## src/rtc_map.vh

```
`ifndef RTC_MAP_VH
`define RTC_MAP_VH

// register byte offsets
`define RTC_OFS_TIME 8'h00
`define RTC_OFS_ALM_TOD 8'h04
`define RTC_OFS_ALM_DAY 8'h08
`define RTC_OFS_SWATCH 8'h0C
`define RTC_OFS_CTRL 8'h10
`define RTC_OFS_STAT 8'h14
`define RTC_OFS_MASK 8'h18

// time word layout, shared by time and both alarm registers
`define RTC_SEC_LSB 0
`define RTC_SEC_MSB 5
`define RTC_MIN_LSB 6
`define RTC_MIN_MSB 11
`define RTC_HOUR_LSB 12
`define RTC_HOUR_MSB 16
`define RTC_DAY_LSB 17
`define RTC_DAY_MSB 31

// highest value of each counter before it wraps
`define RTC_SEC_LAST 6'h3B
`define RTC_MIN_LAST 6'h3B
`define RTC_HOUR_LAST 5'h17

// control bits
`define RTC_CTRL_RUN 0
`define RTC_CTRL_ALM_TOD_EN 1
`define RTC_CTRL_ALM_DAY_EN 2
`define RTC_CTRL_SW_EN 3
`define RTC_CTRL_WAKE_EN 4
`define RTC_CTRL_W 5
`define RTC_CTRL_RST 5'h01

// status and mask bits
`define RTC_EV_SEC 0
`define RTC_EV_MIN 1
`define RTC_EV_HOUR 2
`define RTC_EV_DAY 3
`define RTC_EV_ALM_TOD 4
`define RTC_EV_ALM_DAY 5
`define RTC_EV_SW 6
`define RTC_EV_W 7
`define RTC_EV_RST 7'h00

`endif

```

## src/rtc_dummy_guard.v

```verilog
`timescale 1ns/1ps
// holds no logic; the block lives in the core, prescaler and synchroniser files

```

## src/rtc_core.v

```verilog
`timescale 1ns/1ps
`include "rtc_map.vh"
// real-time clock with alarms, stopwatch and tick interrupts behind apb
module rtc_core
#(
  parameter PRESCALE_DIV = 32768,
  parameter PRESCALE_W = 15,
  parameter SW_W = 16,
  parameter ADDR_W = 8
)
(
  // clock and reset
  input wire clk_in,
  input wire resetn_in,
  // crystal clock, sampled as a pin
  input wire xtal_in,
  // apb slave
  input wire psel_in,
  input wire penable_in,
  input wire pwrite_in,
  input wire [ADDR_W-1:0] paddr_in,
  input wire [31:0] pwdata_in,
  output reg [31:0] prdata_out,
  output reg pready_out,
  output reg pslverr_out,
  // events
  output reg irq_out,
  output reg wake_out
);

  localparam [5:0] SEC_ONE = 6'h01;
  localparam [5:0] MIN_ONE = 6'h01;
  localparam [4:0] HOUR_ONE = 5'h01;
  localparam [14:0] DAY_ONE = 15'h0001;
  localparam [SW_W-1:0] SW_ONE = {{(SW_W-1){1'b0}}, 1'b1};

  // timekeeping state
  reg [5:0] sec_ff; // seconds 0..59
  reg [5:0] min_ff; // minutes 0..59
  reg [4:0] hour_ff; // hours 0..23
  reg [14:0] day_ff; // days, wraps silently
  reg [SW_W-1:0] sw_ff; // stopwatch count
  reg [31:0] alm_tod_ff; // time-of-day alarm setting
  reg [31:0] alm_day_ff; // day and time alarm setting
  reg [`RTC_CTRL_W-1:0] ctrl_ff; // control bits
  reg [`RTC_EV_W-1:0] stat_ff; // sticky event flags
  reg [`RTC_EV_W-1:0] mask_ff; // interrupt enables

  // next values
  reg [5:0] nxt_sec;
  reg [5:0] nxt_min;
  reg [4:0] nxt_hour;
  reg [14:0] nxt_day;
  reg [SW_W-1:0] nxt_sw;
  reg [`RTC_CTRL_W-1:0] nxt_ctrl;
  reg [`RTC_EV_W-1:0] nxt_stat;
  reg [`RTC_EV_W-1:0] ev_set; // events raised this cycle
  reg [`RTC_EV_W-1:0] ev_clr; // flags cleared by software

  // bus decode results
  reg [31:0] rd_mux;
  reg addr_ok;
  reg wr_time;
  reg wr_alm_tod;
  reg wr_alm_day;
  reg wr_sw;
  reg wr_ctrl;
  reg wr_stat;
  reg wr_mask;

  // crystal edge and one-second tick
  wire xtal_rise; // one-cycle pulse per crystal rising edge
  wire tick; // one-cycle pulse per second
  wire run; // timekeeping enabled

  // apb phases; the write takes effect on the edge where pready is seen high
  wire apb_acc = psel_in & penable_in & pready_out;
  wire apb_wr = apb_acc & pwrite_in & addr_ok;

  // packed current time for reads, and the next time for the alarm compares
  wire [31:0] time_word = {day_ff, hour_ff, min_ff, sec_ff};
  wire [31:0] nxt_word;

  assign run = ctrl_ff[`RTC_CTRL_RUN];

  // crystal passes three flops before its edges count
  rtc_sync u_sync
  (
    .clk_in(clk_in),
    .resetn_in(resetn_in),
    .async_in(xtal_in),
    .rise_out(xtal_rise)
  );

  // a time write restarts the partial second so the new time starts clean
  rtc_prescale
  #(
    .PRESCALE_DIV(PRESCALE_DIV),
    .CNT_W(PRESCALE_W)
  )
  u_prescale
  (
    .clk_in(clk_in),
    .resetn_in(resetn_in),
    .edge_in(xtal_rise & run),
    .clear_in(wr_time & apb_wr),
    .tick_out(tick)
  );

  // address decode, read data mux and write strobes
  always @*
  begin
    rd_mux = 32'h00000000;
    addr_ok = 1'b1;
    wr_time = 1'b0;
    wr_alm_tod = 1'b0;
    wr_alm_day = 1'b0;
    wr_sw = 1'b0;
    wr_ctrl = 1'b0;
    wr_stat = 1'b0;
    wr_mask = 1'b0;
    if (paddr_in == `RTC_OFS_TIME)
    begin
      rd_mux = time_word;
      wr_time = 1'b1;
    end
    else if (paddr_in == `RTC_OFS_ALM_TOD)
    begin
      rd_mux = alm_tod_ff;
      wr_alm_tod = 1'b1;
    end
    else if (paddr_in == `RTC_OFS_ALM_DAY)
    begin
      rd_mux = alm_day_ff;
      wr_alm_day = 1'b1;
    end
    else if (paddr_in == `RTC_OFS_SWATCH)
    begin
      rd_mux[SW_W-1:0] = sw_ff;
      wr_sw = 1'b1;
    end
    else if (paddr_in == `RTC_OFS_CTRL)
    begin
      rd_mux[`RTC_CTRL_W-1:0] = ctrl_ff;
      wr_ctrl = 1'b1;
    end
    else if (paddr_in == `RTC_OFS_STAT)
    begin
      rd_mux[`RTC_EV_W-1:0] = stat_ff;
      wr_stat = 1'b1;
    end
    else if (paddr_in == `RTC_OFS_MASK)
    begin
      rd_mux[`RTC_EV_W-1:0] = mask_ff;
      wr_mask = 1'b1;
    end
    else
    begin
      // unmapped: reads zero and answers with an error
      addr_ok = 1'b0;
    end
  end

  // cascaded counters; a software write to the time register wins over a tick
  always @*
  begin
    nxt_sec = sec_ff;
    nxt_min = min_ff;
    nxt_hour = hour_ff;
    nxt_day = day_ff;
    ev_set = {`RTC_EV_W{1'b0}};
    if (apb_wr & wr_time)
    begin
      nxt_sec = pwdata_in[`RTC_SEC_MSB:`RTC_SEC_LSB];
      nxt_min = pwdata_in[`RTC_MIN_MSB:`RTC_MIN_LSB];
      nxt_hour = pwdata_in[`RTC_HOUR_MSB:`RTC_HOUR_LSB];
      nxt_day = pwdata_in[`RTC_DAY_MSB:`RTC_DAY_LSB];
    end
    else if (tick)
    begin
      ev_set[`RTC_EV_SEC] = 1'b1;
      if (sec_ff == `RTC_SEC_LAST)
      begin
        nxt_sec = 6'h00;
        ev_set[`RTC_EV_MIN] = 1'b1;
        if (min_ff == `RTC_MIN_LAST)
        begin
          nxt_min = 6'h00;
          ev_set[`RTC_EV_HOUR] = 1'b1;
          if (hour_ff == `RTC_HOUR_LAST)
          begin
            nxt_hour = 5'h00;
            ev_set[`RTC_EV_DAY] = 1'b1;
            nxt_day = day_ff + DAY_ONE;
          end
          else
          begin
            nxt_hour = hour_ff + HOUR_ONE;
          end
        end
        else
        begin
          nxt_min = min_ff + MIN_ONE;
        end
      end
      else
      begin
        nxt_sec = sec_ff + SEC_ONE;
      end
    end
    // alarms compare the time the counters move to on this tick
    if (tick & ~(apb_wr & wr_time))
    begin
      if (ctrl_ff[`RTC_CTRL_ALM_TOD_EN] &&
          nxt_word[`RTC_HOUR_MSB:`RTC_SEC_LSB] == alm_tod_ff[`RTC_HOUR_MSB:`RTC_SEC_LSB])
      begin
        ev_set[`RTC_EV_ALM_TOD] = 1'b1;
      end
      if (ctrl_ff[`RTC_CTRL_ALM_DAY_EN] && nxt_word == alm_day_ff)
      begin
        ev_set[`RTC_EV_ALM_DAY] = 1'b1;
      end
    end
  end

  assign nxt_word = {nxt_day, nxt_hour, nxt_min, nxt_sec};

  // stopwatch and control; underflow stops the stopwatch by clearing its enable
  always @*
  begin
    nxt_sw = sw_ff;
    nxt_ctrl = ctrl_ff;
    if (apb_wr & wr_sw)
    begin
      nxt_sw = pwdata_in[SW_W-1:0];
    end
    else if (tick & ctrl_ff[`RTC_CTRL_SW_EN])
    begin
      if (sw_ff == {SW_W{1'b0}})
      begin
        nxt_ctrl[`RTC_CTRL_SW_EN] = 1'b0;
      end
      else
      begin
        nxt_sw = sw_ff - SW_ONE;
      end
    end
    // a control write in the same cycle overrides the hardware stop
    if (apb_wr & wr_ctrl)
    begin
      nxt_ctrl = pwdata_in[`RTC_CTRL_W-1:0];
    end
  end

  // sticky flags; a new event in the clearing cycle keeps its flag
  always @*
  begin
    ev_clr = {`RTC_EV_W{1'b0}};
    if (apb_wr & wr_stat)
    begin
      ev_clr = pwdata_in[`RTC_EV_W-1:0];
    end
    nxt_stat = (stat_ff & ~ev_clr) | ev_set;
    if (tick & ~(apb_wr & wr_sw) & ctrl_ff[`RTC_CTRL_SW_EN] & (sw_ff == {SW_W{1'b0}}))
    begin
      nxt_stat[`RTC_EV_SW] = 1'b1;
    end
  end

  // state registers
  always @(posedge clk_in)
  begin
    if (!resetn_in)
    begin
      sec_ff <= 6'h00;
      min_ff <= 6'h00;
      hour_ff <= 5'h00;
      day_ff <= 15'h0000;
      sw_ff <= {SW_W{1'b0}};
      alm_tod_ff <= 32'h00000000;
      alm_day_ff <= 32'h00000000;
      ctrl_ff <= `RTC_CTRL_RST;
      stat_ff <= `RTC_EV_RST;
      mask_ff <= `RTC_EV_RST;
    end
    else
    begin
      sec_ff <= nxt_sec;
      min_ff <= nxt_min;
      hour_ff <= nxt_hour;
      day_ff <= nxt_day;
      sw_ff <= nxt_sw;
      ctrl_ff <= nxt_ctrl;
      stat_ff <= nxt_stat;
      if (apb_wr & wr_alm_tod)
      begin
        alm_tod_ff <= pwdata_in;
      end
      if (apb_wr & wr_alm_day)
      begin
        alm_day_ff <= pwdata_in;
      end
      if (apb_wr & wr_mask)
      begin
        mask_ff <= pwdata_in[`RTC_EV_W-1:0];
      end
    end
  end

  // apb answer: one wait state, read data captured with pready
  always @(posedge clk_in)
  begin
    if (!resetn_in)
    begin
      pready_out <= 1'b0;
      pslverr_out <= 1'b0;
      prdata_out <= 32'h00000000;
    end
    else
    begin
      pready_out <= psel_in & penable_in & ~pready_out;
      if (psel_in & penable_in & ~pready_out)
      begin
        pslverr_out <= ~addr_ok;
        prdata_out <= pwrite_in ? 32'h00000000 : rd_mux;
      end
      else
      begin
        pslverr_out <= 1'b0;
      end
    end
  end

  // interrupt and wake levels follow the registered flags
  always @(posedge clk_in)
  begin
    if (!resetn_in)
    begin
      irq_out <= 1'b0;
      wake_out <= 1'b0;
    end
    else
    begin
      irq_out <= |(stat_ff & mask_ff);
      wake_out <= ctrl_ff[`RTC_CTRL_WAKE_EN] & (|(stat_ff & mask_ff));
    end
  end

endmodule

```

## src/rtc_prescale.v

```verilog
`timescale 1ns/1ps
// counts crystal edges and emits one tick per PRESCALE_DIV edges
module rtc_prescale
#(
  parameter PRESCALE_DIV = 32768,
  parameter CNT_W = 15
)
(
  // clock and reset
  input wire clk_in,
  input wire resetn_in,
  // control
  input wire edge_in,
  input wire clear_in,
  // output
  output reg tick_out
);

  localparam integer DIV_LAST = PRESCALE_DIV - 1; // last count at full integer width
  localparam [CNT_W-1:0] CNT_LAST = DIV_LAST[CNT_W-1:0]; // last count before the tick, cut to the counter
  localparam [CNT_W-1:0] CNT_ONE = {{(CNT_W-1){1'b0}}, 1'b1};

  reg [CNT_W-1:0] cnt_ff; // crystal edges seen in this second

  // divider; clear restarts the second so a time write lands on a full second
  always @(posedge clk_in)
  begin
    if (!resetn_in)
    begin
      cnt_ff <= {CNT_W{1'b0}};
      tick_out <= 1'b0;
    end
    else if (clear_in)
    begin
      cnt_ff <= {CNT_W{1'b0}};
      tick_out <= 1'b0;
    end
    else if (edge_in)
    begin
      if (cnt_ff == CNT_LAST)
      begin
        cnt_ff <= {CNT_W{1'b0}};
        tick_out <= 1'b1;
      end
      else
      begin
        cnt_ff <= cnt_ff + CNT_ONE;
        tick_out <= 1'b0;
      end
    end
    else
    begin
      tick_out <= 1'b0;
    end
  end

endmodule

```

## src/rtc_sync.v

```verilog
`timescale 1ns/1ps
// three-stage synchroniser with agreement filter and rising-edge pulse
module rtc_sync
(
  // clock and reset
  input wire clk_in,
  input wire resetn_in,
  // asynchronous level
  input wire async_in,
  // one-cycle pulse on a filtered rising edge
  output reg rise_out
);

  reg meta_ff; // first stage, read only by the second stage
  reg sync2_ff; // second stage
  reg sync3_ff; // third stage
  reg level_ff; // filtered level, changes only when stages agree

  // shift chain; the level only moves when stage two and three agree
  always @(posedge clk_in)
  begin
    if (!resetn_in)
    begin
      meta_ff <= 1'b0;
      sync2_ff <= 1'b0;
      sync3_ff <= 1'b0;
      level_ff <= 1'b0;
      rise_out <= 1'b0;
    end
    else
    begin
      meta_ff <= async_in;
      sync2_ff <= meta_ff;
      sync3_ff <= sync2_ff;
      if (sync2_ff == sync3_ff)
      begin
        level_ff <= sync3_ff;
      end
      // rising edge of the filtered level
      rise_out <= (sync2_ff == sync3_ff) & sync3_ff & ~level_ff;
    end
  end

endmodule

```

## config.mk

```make
export PLATFORM = sky130hd
export DESIGN_NAME = rtc_core
export DESIGN_NICKNAME = d
export VERILOG_FILES = /design/src/rtc_dummy_guard.v /design/src/rtc_core.v /design/src/rtc_prescale.v /design/src/rtc_sync.v
export VERILOG_INCLUDE_DIRS = /design/src
export SDC_FILE = /design/constraint.sdc
export NUM_CORES = 1
export LEC_CHECK = 0
export BUFFER_PORTS_ARGS = -buffer_cell sky130_fd_sc_hd__buf_4
export CAP_MARGIN = 20
export CORE_ASPECT_RATIO = 0.5
export CORE_MARGIN = 8
export CORE_UTILIZATION = 45
export CTS_CLUSTER_SIZE = 14
export DETAILED_ROUTE_END_ITERATION = 16
export MAX_ROUTING_LAYER = met4
export PLACE_DENSITY = 0.65
export REMOVE_ABC_BUFFERS = 1
export SLEW_MARGIN = 20
export SYNTH_ARGS = -nofsm -noshare
export SYNTH_HDL_FRONTEND = slang
export SYNTH_SLANG_ARGS = --single-unit
```

## constraint.sdc

```tcl
create_clock -name clk_in -period 2.45 [get_ports clk_in]
set_input_delay 0.3675 -clock clk_in [delete_from_list [all_inputs] [get_ports clk_in]]
set_output_delay 0.3675 -clock clk_in [all_outputs]
set_load 0.05 [all_outputs]
```

======== Word-level counts from Yosys, hierarchy flattened ========
Cells that the tools add are included.
word-level totals
  flip-flop bits (word level) ............. 188
  bits of input ports ..................... 46
  output and inout bits ................... 36
  logic and storage cells ................. 170
cells by class
  $add $sub $neg .......................... 6
  eq/ne operators ......................... 15
  mux-type cells .......................... 81
  bitwise logic cells ..................... 32
  reductions and logical operators ........ 13
operators by type and width
  cell                     number
  $mux W32                 3
  $mux W15                 6
  $mux W16                 5
  $mux W1                  42
  $mux W6                  7
  $eq A32 B32 Y1           1
  $add A15 B1 Y15 const B  2
  $mux W5                  6
  $mux W7                  4
  $eq A8 B5 Y1 const B     3
  $and A1 B1 Y1            21
  $eq A17 B17 Y1           1
  $eq A8 B4 Y1 const B     2
  $logic_not A16 Y1        1
  $sub A16 B1 Y16 const B  1
  $eq A15 B15 Y1 const B   1
  $and A7 B7 Y7            2
  $add A6 B1 Y6 const B    2
  $eq A6 B6 Y1 const B     2
  $mux W4                  3
  $mux W9                  1
  $eq A8 B3 Y1 const B     1
  $logic_not A8 Y1         1
  $not A1 Y1               7
  16 further kinds         22

======== Depth between registers and ports, before layout ========
  depth in word-level cells ............... 17
  mapped depth ............................ 11
  depth with buffers taken out ............ 9

======== By module ========
Synthesis repeated with hierarchy kept, for this count alone.
unflattened totals
  cell total of the unflattened synthesis .. 1207
  area total of the unflattened synthesis .. 9454.1 um^2
modules (own cells, without submodules)
  module        instances  cells an instance  area each (um^2)  sequential area each (um^2)
  rtc_core      1          1116               8593.2            3343.2
  rtc_prescale  1          78                 705.7             320.3
  rtc_sync      1          13                 155.1             100.1

======== Least setup slack after synthesis ========
OpenSTA, ideal clock, no wires.
  path type ............................... register to register
  from .................................... reg pready_out
  to ...................................... reg stat_ff[4]
  setup time .............................. 0.069 ns
  arrival ................................. 2.572 ns
  data required time ...................... 2.381 ns
  slack ................................... -0.191 ns
  cell stages (with the launch flop) ...... 10
  path buffers ............................ 2
  clock period less this slack ............ 2.641 ns
  cell sequence ........................... dfxtp_1 and4_1 clkbuf_1 nand4_4 clkbuf_1 a21oi_1 xnor2_1 nand3_1 or4_1 o21ai_1
between the ends
  word-level cells in the longest chain between the ends .. 10
  elaborated cells on any way between the ends .. 18
  those cells by class .................... eq/ne: 1; mux: 6; bitwise: 10; reduce/logical: 1
ends and longest elaborated chain
  what                                       line                            RTL
  from (decl)                                rtc_core.v:24                   output reg pready_out,
  from (signal assigned)                     rtc_core.v:321                  pready_out <= psel_in & penable_in & ~pready_out;
  $and A1 B1 Y1 *                            rtc_core.v:77                   wire apb_acc = psel_in & penable_in & pready_out;
  $and A1 B1 Y1 * (2 in a row)               rtc_core.v:78                   wire apb_wr = apb_acc & pwrite_in & addr_ok;
  $and A1 B1 Y1                              rtc_core.v:172, rtc_core.v:212
  $mux W6 / $mux W5 (equally long branches)  rtc_core.v:172                  if (apb_wr & wr_time)
  $eq A17 B17 Y1                             rtc_core.v:215                  nxt_word[`RTC_HOUR_MSB:`RTC_SEC_LSB] == alm_tod_ff[`RTC_HOUR_MSB:`RTC_SEC_LSB])
  $logic_and A1 B1 Y1                        rtc_core.v:214                  if (ctrl_ff[`RTC_CTRL_ALM_TOD_EN] &&
  $mux W1                                    rtc_core.v:214
  $mux W2                                    rtc_core.v:212                  if (tick & ~(apb_wr & wr_time))
  $or A7 B6 Y7 *                             rtc_core.v:263                  nxt_stat = (stat_ff & ~ev_clr) | ev_set;
  to (signal assigned)                       rtc_core.v:283                  stat_ff <= `RTC_EV_RST;
  to (signal assigned)                       rtc_core.v:294                  stat_ff <= nxt_stat;
  to (decl)                                  rtc_core.v:46                   reg [`RTC_EV_W-1:0] stat_ff;
Every way passes the cells marked *; elsewhere a longest branch is shown, timed or not.
A chain may end at the register's enable or synchronous reset.

======== Worst setup path after layout ========
  from .................................... reg sec_ff[1]
  to ...................................... reg stat_ff[4]
between the ends
  word-level cells in the longest chain between the ends .. 9
  elaborated cells on any way between the ends .. 16
  those cells by class .................... add/sub: 1; eq/ne: 2; mux: 11; bitwise: 1; reduce/logical: 1
ends and longest elaborated chain
  what                                                  line            RTL
  from (decl)                                           rtc_core.v:38   reg [5:0] sec_ff;
  from (signal assigned)                                rtc_core.v:288  sec_ff <= nxt_sec;
  $add A6 B1 Y6 / $eq A6 B6 Y1 (equally long branches)  n/a
  $mux W6 / $mux W5 (equally long branches)             rtc_core.v:182  if (sec_ff == `RTC_SEC_LAST)
  $mux W6 / $mux W5 (equally long branches)             rtc_core.v:179  else if (tick)
  $mux W6 / $mux W5 (equally long branches)             rtc_core.v:172
  $eq A17 B17 Y1 *                                      rtc_core.v:215
  $logic_and A1 B1 Y1 *                                 rtc_core.v:214
  $mux W1 *                                             rtc_core.v:214
  $mux W2 *                                             rtc_core.v:212
  $or A7 B6 Y7 *                                        rtc_core.v:263
Marks and branches as above.

==> flow_results.xml <==
<?xml version="1.0" encoding="UTF-8"?>
<metrics>
  <group name="cells_and_area">
    <metric name="antenna_cells" unit="">0</metric>
    <metric name="nets" unit="">1488</metric>
    <metric name="design_area" unit="mm²">0.0126</metric>
    <metric name="flow.area_growth_from_synthesis" unit="%">30.1</metric>
    <metric name="post_route_cells_drive_above_1_share" unit="%">23.5</metric>
  </group>
  <group name="timing">
    <metric name="layout_setup_ws" unit="ns">-0.0960</metric>
    <metric name="relSlewSlack" unit="%">55.4</metric>
    <metric name="worst_clock_skew" unit="ns">0.00874</metric>
    <metric name="worst_slew_pin_tran" unit="ns">0.663</metric>
    <metric name="final_hold_viol_count" unit="">0</metric>
    <metric name="fin_worst_hold_slack" unit="ns">0.116</metric>
    <metric name="timing.final.crit_share" unit="%">104</metric>
    <metric name="rsz_0062_raised_after_global_routing" unit="">yes</metric>
    <metric name="post-route-min-period" unit="ns">2.55</metric>
    <metric name="fmaxAchievable" unit="GHz">0.393</metric>
    <metric name="slew_violations" unit="">0</metric>
    <metric name="report.final.setup_viol" unit="">2</metric>
  </group>
  <group name="yosys">
    <metric name="synth.ff_latch_count" unit="">188</metric>
    <metric name="avgSynthCellArea" unit="µm²">7.85</metric>
    <metric name="synth-edff-count" unit="">0</metric>
    <metric name="mappedNetlistArea" unit="mm²">0.00971</metric>
    <metric name="synth-seq-area-share" unit="%">38.8</metric>
    <metric name="ffs_w_async_s_r_synth" unit="%">0</metric>
    <metric name="synth.lib_cells_used.distinct" unit="">67</metric>
    <metric name="yosys_warnings" unit="">0</metric>
    <metric name="synthesis.instances" unit="">1237</metric>
    <metric name="synth_ff_type" unit="">sky130_fd_sc_hd__dfxtp_1</metric>
  </group>
  <group name="detailed_routing">
    <metric name="wl_met2" unit="µm">15300</metric>
    <metric name="avgViaCountPerCell" unit="">5.86</metric>
    <metric name="drcViolationCount" unit="">0</metric>
    <metric name="wire_per_inst" unit="µm">20.9</metric>
    <metric name="dr_wl_met3" unit="µm">3550</metric>
    <metric name="dr.max_layer_used" unit="">met4</metric>
    <metric name="drt_pre_antenna_iters" unit="">8</metric>
    <metric name="postRouteAntennaNets" unit="">0</metric>
    <metric name="count_of_vias_placed_by_the_detailed_router" unit="">10119</metric>
    <metric name="dr.first_iter.drc_count" unit="">1104</metric>
    <metric name="detailed_route_wire_length_on_metal_1" unit="µm">16400</metric>
    <metric name="wl" unit="µm">36100</metric>
  </group>
  <group name="die">
    <metric name="chipWidth" unit="µm">224</metric>
    <metric name="die_h" unit="µm">120</metric>
    <metric name="fp.coreArea" unit="mm²">0.0214</metric>
    <metric name="floorplan.initialDensity" unit="%">45.4</metric>
    <metric name="ioPinCount" unit="">82</metric>
    <metric name="floorplan.die_area" unit="mm²">0.0268</metric>
    <metric name="fp-row-count" unit="">38</metric>
  </group>
  <group name="placement">
    <metric name="placement.cell_area" unit="mm²">0.0118</metric>
    <metric name="routabilityCongestion" unit="">0.958</metric>
    <metric name="post_detailed_placement_half_perimeter_wirelength" unit="µm">26300</metric>
    <metric name="io_buffer_count" unit="">81</metric>
  </group>
  <group name="critical_path">
    <metric name="critical-path-max-stage-delay" unit="ns">0.49</metric>
    <metric name="crit_path_cell_trace" unit="">ha_4 &gt; nand3b_4 &gt; buf_6 &gt; o41a_1 &gt; a41oi_2 &gt; a21oi_2 &gt; xnor2_2 &gt; nand3_1 &gt; or4_1 &gt; o21ai_1</metric>
    <metric name="crit_path_arrival_time" unit="ns">2.94</metric>
    <metric name="cp.required" unit="ns">2.84</metric>
    <metric name="crit_path_start_kind" unit="">flip-flop</metric>
    <metric name="path_delay_family" unit="">compound AO/OA/AOI/OAI gates</metric>
    <metric name="worstPathMaxFanout" unit="">7</metric>
    <metric name="cp_slowest_cell" unit="">sky130_fd_sc_hd__or4_1</metric>
    <metric name="critical_path_buf_inv_count" unit="">1</metric>
    <metric name="cp-end-kind" unit="">flip-flop</metric>
    <metric name="criticalPathCategory" unit="">reg2reg</metric>
  </group>
  <group name="pwr">
    <metric name="irDropWorstVdd" unit="mV">0.360</metric>
    <metric name="p_leak" unit="nW">4.94</metric>
    <metric name="pwr_density_cell" unit="mW/mm²">505</metric>
  </group>
  <group name="flow_run">
    <metric name="max-cap-violations" unit="">0</metric>
  </group>
  <group name="clocking">
    <metric name="clk_transition_reported_paths" unit="ns">0.07</metric>
    <metric name="number_of_buffers_created_by_cts" unit="">17</metric>
    <metric name="clock_sink_count" unit="">188</metric>
    <metric name="clk_root_buf" unit="">sky130_fd_sc_hd__clkbuf_16</metric>
    <metric name="cts_tree" unit="">done</metric>
    <metric name="worst_skew_pair.late_latency" unit="ns">0.46</metric>
    <metric name="htree_num_levels" unit="">4</metric>
    <metric name="total_of_hold_buffers_inserted_after_clock_tree_synthesis" unit="">0</metric>
    <metric name="clockBufferDepth" unit="">2</metric>
  </group>
  <group name="grt">
    <metric name="grt_pass1_vias" unit="">9666</metric>
    <metric name="grt_pass1_wl" unit="µm">55400</metric>
    <metric name="pin_count_of_the_biggest_net_entering_global_routing" unit="">51</metric>
    <metric name="grt-ovfl-total" unit="">0</metric>
    <metric name="grt_usage" unit="%">27.3</metric>
    <metric name="number_of_antenna_violations_at_the_first_check_in_global_routing" unit="">0</metric>
  </group>
  <group name="run_status">
    <metric name="violations" unit="">negative setup slack</metric>
    <metric name="status" unit="">finished, violations left</metric>
  </group>
  <group name="worst_hold_path">
    <metric name="hp-class" unit="">in2reg</metric>
  </group>
</metrics>
[what timing repair did]
action | in CTS | in global routing
endpoints found under the setup margin | 2 | 3
buffers inserted | 7 | 2
pin swaps | 8 | 3
resized for setup | 26 | 12
[worst paths after layout]
check,from,to,slack [ns],depth (start not counted)
max,sec_ff[1],stat_ff[4],-0.1,10
min,xtal_in,u_sync.meta_ff,0.12,2
max reg2reg,sec_ff[1],stat_ff[4],-0.1,10
min reg2reg,u_sync.level_ff,u_sync.rise_out,0.42,1
[per-layer routing]
layer	track usage, %	vias to the layer above
met5	-	-
met4	8.56	0
met3	8.82	65
met2	39.4	451
met1	35.8	4834
li1	-	4769
[report_power, final]
group	total [mW]	switching, mW	internal [mW]	leakage, nW
Clock	2.97	1.30	1.67	0.304
Combinational	0.344	0.223	0.121	3.12
Sequential	3.06	0.00293	3.06	1.52
[through the flow]
step	total power [mW]	worst slack (ns)	TNS (ns)	cells	util, %
floorplan	3.23	-1.26	-108.04	1157	-
global placement	3.46	-0.323	-10.54	1687	55.0
detailed placement	3.47	-0.398	-14.97	1687	55.0
CTS	6.40	-0.0690	-0.102	1726	58.7
global route	6.54	-0.210	-0.456	1728	59.0
finish	6.38	-0.0960	-0.189	1728	59.0
[cells in the mapped netlist, drive strengths merged (3+ instances only)]
master     n  area, µm²
inv       13       48.8
nor3      29        150
clkbuf    62        234
a22oi     43        323
nand3     40        200
a21oi    136        681
nand2b     9       56.3
and4       3       26.3
a31oi      7       43.8
a211oi    18        135
dfxtp    188       3760
and2      26        163
a222oi     7       70.1
nor4      17        136
nand4     22        171
nand4b     5       43.8
xnor2     41        359
buf       18       90.1
ha         7       87.6
o21ai     49        245
o41ai      3       26.3
o22ai      6       37.5
mux2i     37        378
nand2    195        732
or4        7       52.6
nand3b     6       48.8
and3      15       93.8
o2111ai    7       61.3
xor2      31        272
nor2     134        503
nor2b     11       68.8
mux2       3       33.8
or3        6       37.5
[sequential cells by signal (all words and copies together) (netlist names), 6 cells and up]
name	flops
alm_tod_ff	32
prdata_out	32
mask_ff	7
stat_ff	7
u_prescale.cnt_ff	15
sw_ff	16
alm_day_ff	32
sec_ff	6
min_ff	6
day_ff	15
[final cells by class]
cell class	instances	area (µm²)
Clock buffer	19	453
Clock inverter	13	161
Fill cell	1952	8770
Inverter	13	51.3
Multi-Input combinational cell	956	5760
Sequential cell	188	3770
Tap cell	280	350
Timing Repair Buffer	259	2090
[cell families after synthesis]
family,after synthesis,synth area share [%]
AND/OR/NAND/NOR,536,26.7
AO/OA/AOI/OAI,300,18.8
flip-flops,188,38.8
multiplexers,40,4.24
XOR/XNOR,73,6.73
buffers and inverters,93,3.84
adder cells (fa/ha/maj),7,0.902
[cell usage in the layout, fill, tap and decap left out, types with 15 or more instances in the layout]
cell | Yosys | layout
sky130_fd_sc_hd__mux2i_1 | 35 | 32
sky130_fd_sc_hd__and2_1 | 26 | 26
sky130_fd_sc_hd__a211oi_1 | 18 | 18
sky130_fd_sc_hd__clkbuf_16 | 0 | 17
sky130_fd_sc_hd__nor2_1 | 134 | 134
sky130_fd_sc_hd__nand2_1 | 195 | 195
sky130_fd_sc_hd__xor2_1 | 31 | 30
sky130_fd_sc_hd__nand4_1 | 18 | 18
sky130_fd_sc_hd__xnor2_1 | 41 | 37
sky130_fd_sc_hd__nor3_1 | 28 | 25
sky130_fd_sc_hd__buf_4 | 2 | 247
sky130_fd_sc_hd__nand3_1 | 40 | 39
sky130_fd_sc_hd__a21oi_1 | 136 | 135
sky130_fd_sc_hd__a22oi_1 | 43 | 43
sky130_fd_sc_hd__o21ai_0 | 46 | 44
sky130_fd_sc_hd__and3_1 | 15 | 15
sky130_fd_sc_hd__dfxtp_1 | 188 | 182
No activity file was read; power rests on OpenSTA's default activity.
